[src/ptc_pkg.sv]
// package of constants and types for the periodic timer capture block
package ptc_pkg;
    // ************************************************
    // widths and reset values
    // ************************************************
    localparam int CNT_W = 10;
    localparam logic [9:0] CNT_MAX = 10'h3FF;
    localparam logic [9:0] CCR_RST = 10'h000;
    // ************************************************
    // register byte addresses
    // ************************************************
    localparam logic [7:0] ADDR_CTRL = 8'h00;
    localparam logic [7:0] ADDR_CMPA = 8'h04;
    localparam logic [7:0] ADDR_CMPP = 8'h08;
    localparam logic [7:0] ADDR_STAT = 8'h0C;
    localparam logic [7:0] ADDR_CNT = 8'h10;
    // ************************************************
    // control register field positions
    // ************************************************
    localparam int CTRL_RUN = 0;
    localparam int CTRL_MODE_LO = 1;
    localparam int CTRL_IO_LO = 3;
    localparam int CTRL_CAPTS = 5;
    localparam int CTRL_CCLR = 6;
    localparam int CTRL_OC = 7;
    localparam int CTRL_POL = 8;
    localparam logic [8:0] CTRL_RST = 9'h000;
    // status register bit positions, write one to clear
    localparam int STAT_AF = 0;
    localparam int STAT_PF = 1;
    // ************************************************
    // encodings
    // ************************************************
    localparam logic [1:0] MODE_CMP = 2'b00;
    localparam logic [1:0] MODE_CAPTURE = 2'b01;
    localparam logic [1:0] MODE_PWM = 2'b10;
    localparam logic [1:0] MODE_TIMER = 2'b11;
    localparam logic [1:0] IO_RISE = 2'b00;
    localparam logic [1:0] IO_FALL = 2'b01;
    localparam logic [1:0] IO_BOTH = 2'b10;
    localparam logic [1:0] IO_NONE = 2'b11;
    localparam logic [1:0] HTRANS_NONSEQ = 2'b10;
    // bus slave phases
    typedef enum logic [1:0] {
        PTC_IDLE = 2'b00,
        PTC_DATA = 2'b01
    } ptc_bus_state_t;
endpackage

[src/ptc_edge_if.sv]
// interface carrying the edges of the synchronised pin samples
`timescale 1ns/100ps
interface ptc_edge_if;
    logic cap_rise;
    logic cap_fall;
    logic clk_rise;
    logic clk_fall;
    modport src (output cap_rise, output cap_fall, output clk_rise, output clk_fall);
    modport dst (input cap_rise, input cap_fall, input clk_rise, input clk_fall);
endinterface

[src/ptc_timer.sv]
// periodic timer top: counter, capture, single pulse and AHB-Lite registers
//
// Notes on behaviour
// - single pulse starts on run bit rise, by software or external clock pin
// - external clock pin rising edge sets run bit by itself in single pulse mode
// - mode field 01 selects capture mode
// - capture source bit picks capture pin or external clock pin
// - output control picks rising, falling or both edges for capture
// - in capture mode counting starts on run bit rising
// - active edge copies counter to compare A and flags interrupt
// - captures never stop or clear the counter; run low stops it
// - match with compare P clears counter to zero, except in single pulse mode
// - compare P match in capture mode also flags interrupt
// - output control 11 blocks capture, counter keeps running
// - clear select, initial level and polarity ignored in capture mode
// - pin edges capture even when the shared pin is an output
// - compare P of zero lets counter run to 3FF before wrap
// - counter is ten bits, maximum 3FF
// - single pulse is mode 10 with output control 11
// - compare A match in single pulse clears run bit and flags interrupt
//
// The AHB-Lite interface to the registers and the placing of the registers were decided locally.
`timescale 1ns/100ps
module ptc_timer
    import ptc_pkg::*;
(
    input wire logic clock,
    input wire logic rst_b,
    input wire logic hsel,
    input wire logic [31:0] haddr,
    input wire logic [1:0] htrans,
    input wire logic hwrite,
    input wire logic [2:0] hsize,
    input wire logic [31:0] hwdata,
    input wire logic hready,
    output logic [31:0] hrdata,
    output logic hreadyout,
    output logic hresp,
    input wire logic capture_in_pin,
    input wire logic ext_timer_clk_pin,
    output logic pulse_out,
    output logic timer_irq
);
    import ptc_pkg::*;

    // ************************************************
    // declarations
    // ************************************************
    ptc_edge_if edges ();
    logic run_bit;
    logic [1:0] mode_sel_field;
    logic [1:0] out_ctrl_field;
    logic capture_source_sel;
    logic counter_clear_sel;
    logic initial_out_level;
    logic out_polarity;
    logic [9:0] compare_reg_a;
    logic [9:0] compare_reg_p;
    logic [9:0] count;
    logic flag_a;
    logic flag_p;
    logic run_prev;
    ptc_bus_state_t bus_state;
    logic [7:0] wr_addr;
    logic wr_pend;
    logic [31:0] next_rdata;
    logic is_capture;
    logic is_pulse;
    logic run_rise;
    logic cap_event;
    logic sel_rise;
    logic sel_fall;
    logic match_p;
    logic match_a;
    logic wr_ctrl;
    logic wr_cmpa;
    logic wr_cmpp;
    logic wr_stat;
    logic ext_start;
    logic pulse_end;
    logic addr_take;

    // decode of one register write in the data phase
    function automatic logic hit(input logic [7:0] a, input logic [7:0] reg_addr, input logic pend);
        hit = pend && (a == reg_addr);
    endfunction

    ptc_pin_sync u_sync (
        .clock(clock),
        .rst_b(rst_b),
        .capture_in_pin(capture_in_pin),
        .ext_timer_clk_pin(ext_timer_clk_pin),
        .edges(edges)
    );

    // ************************************************
    // mode and event decode
    // ************************************************
    assign is_capture = (mode_sel_field == MODE_CAPTURE);
    assign is_pulse = (mode_sel_field == MODE_PWM) && (out_ctrl_field == IO_NONE);
    assign run_rise = run_bit & ~run_prev;
    // pin samples taken regardless of its direction elsewhere
    assign sel_rise = capture_source_sel ? edges.clk_rise : edges.cap_rise;
    assign sel_fall = capture_source_sel ? edges.clk_fall : edges.cap_fall;
    // selected edge type; 11 blocks capture, counter unaffected
    always_comb begin
        case (out_ctrl_field)
            IO_RISE: cap_event = sel_rise;
            IO_FALL: cap_event = sel_fall;
            IO_BOTH: cap_event = sel_rise | sel_fall;
            default: cap_event = 1'b0;
        endcase
    end
    // zero in compare P means run to full scale
    assign match_p = (compare_reg_p == CCR_RST) ? (count == CNT_MAX) : (count == compare_reg_p);
    assign match_a = (count == compare_reg_a);
    assign ext_start = is_pulse && !run_bit && edges.clk_rise;
    // stale count from an earlier run must not end the pulse in its first cycle
    assign pulse_end = is_pulse && run_bit && !run_rise && match_a;

    // ************************************************
    // bus slave
    // ************************************************
    assign addr_take = hsel && hready && (htrans == HTRANS_NONSEQ);
    assign wr_ctrl = hit(wr_addr, ADDR_CTRL, wr_pend);
    assign wr_cmpa = hit(wr_addr, ADDR_CMPA, wr_pend);
    assign wr_cmpp = hit(wr_addr, ADDR_CMPP, wr_pend);
    assign wr_stat = hit(wr_addr, ADDR_STAT, wr_pend);
    assign hreadyout = 1'b1;
    assign hresp = 1'b0;

    // address phase capture; data phase follows next cycle
    always_ff @(posedge clock or negedge rst_b) begin
        if (!rst_b) begin
            bus_state <= PTC_IDLE;
            wr_pend <= 1'b0;
            wr_addr <= 8'h00;
        end else begin
            bus_state <= addr_take ? PTC_DATA : PTC_IDLE;
            wr_pend <= addr_take && hwrite;
            wr_addr <= haddr[7:0];
        end
    end

    // read mux; unmapped addresses read zero
    always_comb begin
        next_rdata = 32'h0000_0000;
        if (haddr[7:0] == ADDR_CTRL) begin
            next_rdata[8:0] = {out_polarity, initial_out_level, counter_clear_sel, capture_source_sel,
                out_ctrl_field, mode_sel_field, run_bit};
        end else if (haddr[7:0] == ADDR_CMPA) begin
            next_rdata[9:0] = compare_reg_a;
        end else if (haddr[7:0] == ADDR_CMPP) begin
            next_rdata[9:0] = compare_reg_p;
        end else if (haddr[7:0] == ADDR_STAT) begin
            next_rdata[1:0] = {flag_p, flag_a};
        end else if (haddr[7:0] == ADDR_CNT) begin
            next_rdata[9:0] = count;
        end
    end

    // read data registered at the address edge, valid through the data phase
    always_ff @(posedge clock or negedge rst_b) begin
        if (!rst_b) begin
            hrdata <= 32'h0000_0000;
        end else if (addr_take && !hwrite) begin
            hrdata <= next_rdata;
        end
    end

    // ************************************************
    // control register
    // ************************************************
    // ignored bits are stored but steer nothing in capture mode
    always_ff @(posedge clock or negedge rst_b) begin
        if (!rst_b) begin
            mode_sel_field <= CTRL_RST[2:1];
            out_ctrl_field <= CTRL_RST[4:3];
            capture_source_sel <= 1'b0;
            counter_clear_sel <= 1'b0;
            initial_out_level <= 1'b0;
            out_polarity <= 1'b0;
        end else if (wr_ctrl) begin
            mode_sel_field <= hwdata[CTRL_MODE_LO +: 2];
            out_ctrl_field <= hwdata[CTRL_IO_LO +: 2];
            capture_source_sel <= hwdata[CTRL_CAPTS];
            counter_clear_sel <= hwdata[CTRL_CCLR];
            initial_out_level <= hwdata[CTRL_OC];
            out_polarity <= hwdata[CTRL_POL];
        end
    end

    // run bit: hardware clear at pulse end beats a software write
    always_ff @(posedge clock or negedge rst_b) begin
        if (!rst_b) begin
            run_bit <= 1'b0;
        end else if (pulse_end) begin
            run_bit <= 1'b0;
        end else if (ext_start) begin
            run_bit <= 1'b1;
        end else if (wr_ctrl) begin
            run_bit <= hwdata[CTRL_RUN];
        end
    end

    always_ff @(posedge clock or negedge rst_b) begin
        if (!rst_b) begin
            run_prev <= 1'b0;
        end else begin
            run_prev <= run_bit;
        end
    end

    // ************************************************
    // counter
    // ************************************************
    always_ff @(posedge clock or negedge rst_b) begin
        if (!rst_b) begin
            count <= CCR_RST;
        end else if (run_rise) begin
            count <= CCR_RST;
        end else if (!run_bit) begin
            count <= count;
        end else if (is_pulse) begin
            count <= count + 10'h001;
        end else if (match_p) begin
            count <= CCR_RST;
        end else begin
            count <= count + 10'h001;
        end
    end

    // ************************************************
    // compare registers and capture latch
    // ************************************************
    always_ff @(posedge clock or negedge rst_b) begin
        if (!rst_b) begin
            compare_reg_a <= CCR_RST;
        end else if (is_capture && cap_event) begin
            compare_reg_a <= count;
        end else if (wr_cmpa) begin
            compare_reg_a <= hwdata[9:0];
        end
    end

    always_ff @(posedge clock or negedge rst_b) begin
        if (!rst_b) begin
            compare_reg_p <= CCR_RST;
        end else if (wr_cmpp) begin
            compare_reg_p <= hwdata[9:0];
        end
    end

    // ************************************************
    // sticky flags, write one to clear, set wins
    // ************************************************
    always_ff @(posedge clock or negedge rst_b) begin
        if (!rst_b) begin
            flag_a <= 1'b0;
            flag_p <= 1'b0;
        end else begin
            if ((is_capture && cap_event) || pulse_end) begin
                flag_a <= 1'b1;
            end else if (wr_stat && hwdata[STAT_AF]) begin
                flag_a <= 1'b0;
            end
            if (is_capture && run_bit && !run_rise && match_p) begin
                flag_p <= 1'b1;
            end else if (wr_stat && hwdata[STAT_PF]) begin
                flag_p <= 1'b0;
            end
        end
    end

    // ************************************************
    // outputs
    // ************************************************
    // request stays high while either flag is held
    always_ff @(posedge clock or negedge rst_b) begin
        if (!rst_b) begin
            timer_irq <= 1'b0;
            pulse_out <= 1'b0;
        end else begin
            timer_irq <= flag_a | flag_p;
            pulse_out <= is_pulse & run_bit;
        end
    end
endmodule

[src/ptc_pin_sync.sv]
// two-stage synchroniser and edge detector for the two timer input pins
`timescale 1ns/100ps
module ptc_pin_sync (
    input wire logic clock,
    input wire logic rst_b,
    input wire logic capture_in_pin,
    input wire logic ext_timer_clk_pin,
    ptc_edge_if.src edges
);
    logic [1:0] cap_sync;
    logic [1:0] clk_sync;
    logic cap_prev;
    logic clk_prev;

    // first stage is read only by the second stage
    always_ff @(posedge clock or negedge rst_b) begin
        if (!rst_b) begin
            cap_sync <= 2'h0;
            clk_sync <= 2'h0;
        end else begin
            cap_sync <= {cap_sync[0], capture_in_pin};
            clk_sync <= {clk_sync[0], ext_timer_clk_pin};
        end
    end

    // history for edge detection on the settled samples
    always_ff @(posedge clock or negedge rst_b) begin
        if (!rst_b) begin
            cap_prev <= 1'b0;
            clk_prev <= 1'b0;
        end else begin
            cap_prev <= cap_sync[1];
            clk_prev <= clk_sync[1];
        end
    end

    // edges from synchronised samples only
    assign edges.cap_rise = cap_sync[1] & ~cap_prev;
    assign edges.cap_fall = ~cap_sync[1] & cap_prev;
    assign edges.clk_rise = clk_sync[1] & ~clk_prev;
    assign edges.clk_fall = ~clk_sync[1] & clk_prev;
endmodule

[config.mk]
export PLATFORM = sky130hd
export DESIGN_NAME = ptc_timer
export DESIGN_NICKNAME = d
export VERILOG_FILES = /design/src/ptc_pkg.sv /design/src/ptc_edge_if.sv /design/src/ptc_timer.sv /design/src/ptc_pin_sync.sv
export SDC_FILE = /design/constraint.sdc
export NUM_CORES = 1
export LEC_CHECK = 0
export BUFFER_PORTS_ARGS = -buffer_cell sky130_fd_sc_hd__buf_2
export CORE_ASPECT_RATIO = 0.9
export CORE_MARGIN = 3
export CORE_UTILIZATION = 38
export CTS_BUF_LIST = sky130_fd_sc_hd__clkbuf_16
export CTS_CLUSTER_SIZE = 30
export DETAILED_ROUTE_END_ITERATION = 8
export HOLD_SLACK_MARGIN = 0.15
export PLACE_DENSITY = 0.64
export REMOVE_ABC_BUFFERS = 1
export SLEW_MARGIN = 15
export SYNTH_ARGS = -nofsm -noshare
export SYNTH_HDL_FRONTEND = slang
export SYNTH_SLANG_ARGS = --single-unit
[constraint.sdc]
create_clock -name clock -period 2.8 [get_ports clock]
set_input_delay 0.14 -clock clock [delete_from_list [all_inputs] [get_ports clock]]
set_output_delay 0.14 -clock clock [all_outputs]
set_load 0.01 [all_outputs]
==> flow_summary.toml <==
[final_layout]
mostFrequentLayoutCells = "sky130_fd_sc_hd__dfrtp_1, sky130_fd_sc_hd__buf_2, sky130_fd_sc_hd__nor2_1"
antenna-diode-count = 0
final-instance-count-excl-fill = 531
final_common_cell = "sky130_fd_sc_hd__dfrtp_1"
layout-drive-gt1-share = 0.216
final_core_utilization = 0.493
nets_final = 484
area_delta_synth_final_pct = 23.2
layout.cell_area.non_filler_um2 = 4340
num-fill-cells = 821

[worst_setup_path]
worst_path_required_time_ns = 3.01
cp_cell_sequence = "nor4_2 -> buf_4 -> nand3_1 -> o22ai_1 -> o22ai_1 -> o41ai_4 -> buf_4 -> nor2_4 -> mux2_2"
reg2reg_from = "compare_reg_p[1]$_DFFE_PN0P_"
cpLargestDelayFamily = "compound AO/OA/AOI/OAI gates"
critical_setup_path_class = "reg -> reg"
path_buf_inv = 2
crit_path_end_kind = "register"
setup.worst_path.start_class = "register"
worst-r2r-cell-count = 9
timing.critical_path.arrival_ns = 2.70
timing.reg2reg.setup_slack_ns = 0.31
worstReg2RegEnd = "count[0]$_DFFE_PN0P_"
critical-path-slowest-cell = "sky130_fd_sc_hd__dfrtp_1"
critical_path_peak_fanout = 10
slowest_delay_ns = 0.45

[route]
detail_route.wl_per_cell_um = 15.7
wirelength_met1_mm = 3.90
residual_drc = 0
routed_wire_length_on_met3_um = 546
route.detailed.vias_per_inst = 5.20
iteration_0_drc_count_of_the_detailed_router = 238
detailroute.via_count = 2761
tritonroute_pass_1_iters = 4
top_layer = "met4"
met2RoutedLength_mm = 3.84
totalWireLength_mm = 8.35
ant_nets = 0

[clock_network]
cts.repair.resized = 0
cts_hold_buffers = 23
cts_buffers = 9
insertion_delay_ns = 0.33
htreeDepth = 3
numClockSinks = 69
cts_tree = "yes"
clk_pin_slew_ns = 0.06
clock_tree.buffer_depth = 2
cts_post_setup_buffers_inserted = 0
clock-root-buffer = "sky130_fd_sc_hd__clkbuf_16"

[placement]
detailed_place.area_um2 = 3790
replace_congestion = 0.858
placedCellCount = 492
io_buffer_count = 38
dp_hpwl_mm = 5.89
preCtsSetupSlack_ns = 0.302

[floorplanning]
die_h_um = 97.4
core_area_um2 = 8810
io-pin-count = 112
rows = 32
dieArea_um2 = 10500
initial_utilization = 0.400
die_w_um = 108

[timing]
clock_skews_ns = 0.00502
slew_violations = 0
final_critical_path_setup_slack_ns = 0.313
final_min_period_ns = 2.49
report.final.setup_viol = 0
tightest_slew_ns = 0.689
setup-tns-final_ns = 0
finalHoldWorstSlack_ns = 0.337
slew_headroom = 0.540
timing.final.crit_share = 0.888
rsz0062_at_grt = "no"
maxClockFrequency_mhz = 402
timing_hold_violations_final = 0

[global_route]
grt_start_max_net_pins = 31
grt_util_all_layers = 0.166
grt-ovfl-total = 0
initial_antenna_violation_count = 0
grt_first_pass_wirelength_mm = 13.9
first_global_vias = 2715

[power_and_ir_drop]
power.total_mw = 3.01
p_leak_nw = 2.00
power.density_cell_area_nw_per_um2 = 693
vdd_drop_max_v = 0.000366

[yosys]
post_synth_edffs = 0
synthesis.area_um2 = 3530
post_synth_inst_count = 346
ys_flop_type = "sky130_fd_sc_hd__dfrtp_1"
ys_seq_elements = 69
synth.avg_cell_area_um2 = 10.2
synth.yosys.seq_area_share = 0.490
netlist-cell-type-count = 45
postSynth.asyncResetShare = 1.00
synth.yosys.warnings = 0

[job]
max_cap_viol_count = 0

[min_path]
worstHoldPathType = "in -> async"

[status]
outcome = "completed"
Yosys cell counts (4+ instances only):
master	n	area share
sky130_fd_sc_hd__mux2i_1	9	0.026
sky130_fd_sc_hd__a31oi_1	10	0.018
sky130_fd_sc_hd__nor2b_1	8	0.014
sky130_fd_sc_hd__xor2_1	5	0.012
sky130_fd_sc_hd__and3_1	8	0.014
sky130_fd_sc_hd__inv_1	10	0.011
sky130_fd_sc_hd__clkbuf_1	18	0.019
sky130_fd_sc_hd__o21ai_0	9	0.013
sky130_fd_sc_hd__a222oi_1	9	0.026
sky130_fd_sc_hd__nand2_1	21	0.022
sky130_fd_sc_hd__a22o_1	8	0.020
sky130_fd_sc_hd__nand3_1	6	0.0085
sky130_fd_sc_hd__nor2_1	28	0.030
sky130_fd_sc_hd__nor4_1	8	0.014
sky130_fd_sc_hd__o21ai_1	4	0.0057
sky130_fd_sc_hd__nand4_1	5	0.0089
sky130_fd_sc_hd__nor3_1	6	0.0085
sky130_fd_sc_hd__a21oi_1	16	0.023
sky130_fd_sc_hd__dfrtp_1	69	0.49
sky130_fd_sc_hd__mux2_2	17	0.054
sky130_fd_sc_hd__xnor2_1	11	0.027
sky130_fd_sc_hd__o22ai_1	6	0.011
sky130_fd_sc_hd__buf_4	24	0.051
worst max-delay path by stage:
stage | start | slack, ns | endpoint | cells past startpoint
after floorplan | wr_addr[4]$_DFF_PN0_ | 0.09 | capture_source_sel$_DFFE_PN0P_ | 4
after global placement | compare_reg_p[1]$_DFFE_PN0P_ | 0.30 | count[0]$_DFFE_PN0P_ | 9
after detailed placement | wr_addr[4]$_DFF_PN0_ | 0.30 | out_ctrl_field[0]$_DFFE_PN0P_ | 5
after CTS | wr_addr[4]$_DFF_PN0_ | 0.27 | out_ctrl_field[0]$_DFFE_PN0P_ | 5
after global routing | wr_addr[4]$_DFF_PN0_ | 0.10 | capture_source_sel$_DFFE_PN0P_ | 5
final | compare_reg_p[1]$_DFFE_PN0P_ | 0.31 | count[0]$_DFFE_PN0P_ | 9
area by class of cell:
class | count | area (µm²) | area share
flip-flops and latches | 69 | 1730 | 0.397
multi-input cells | 243 | 1580 | 0.363
repair buffers | 74 | 531 | 0.122
clock buffers | 9 | 225 | 0.0518
well taps | 119 | 149 | 0.0343
clock inverters | 7 | 97.6 | 0.0225
inverters | 10 | 37.5 | 0.00864
cell families after synthesis:
family | after synthesis | synth area share
and+or+nand+nor | 108 | 0.164
DFF | 69 | 0.490
AOI/OAI and AO/OA | 68 | 0.134
buffers and inverters | 56 | 0.0862
muxes | 26 | 0.0798
xor gates and xnor gates | 16 | 0.0397
other | 2 | 0.00213
adders and majority gates | 1 | 0.00355
flip-flops by register name, summed over array words and instances, names as in the netlist:
register	cells
mode_sel_field	2
flag_a	1
counter_clear_sel	1
wr_pend	1
timer_irq	1
hrdata	10
run_prev	1
capture_source_sel	1
u_sync.cap_sync	2
flag_p	1
u_sync.clk_sync	2
u_sync.cap_prev	1
compare_reg_p	10
count	10
out_ctrl_field	2
compare_reg_a	10
wr_addr	8
initial_out_level	1
pulse_out	1
run_bit	1
out_polarity	1
u_sync.clk_prev	1
power by group:
group,internal [mW],switching (mW)
clock,0.784,0.433
combinational,0.249,0.232
sequential,1.12,0.187
routing by layer:
layer	GRT usage	vias up
met2	0.256	97
li1	-	1327
met3	0.0319	7
met5	0	-
met4	0.0388	0
met1	0.240	1330
No activity file was read; power rests on OpenSTA's default activity.
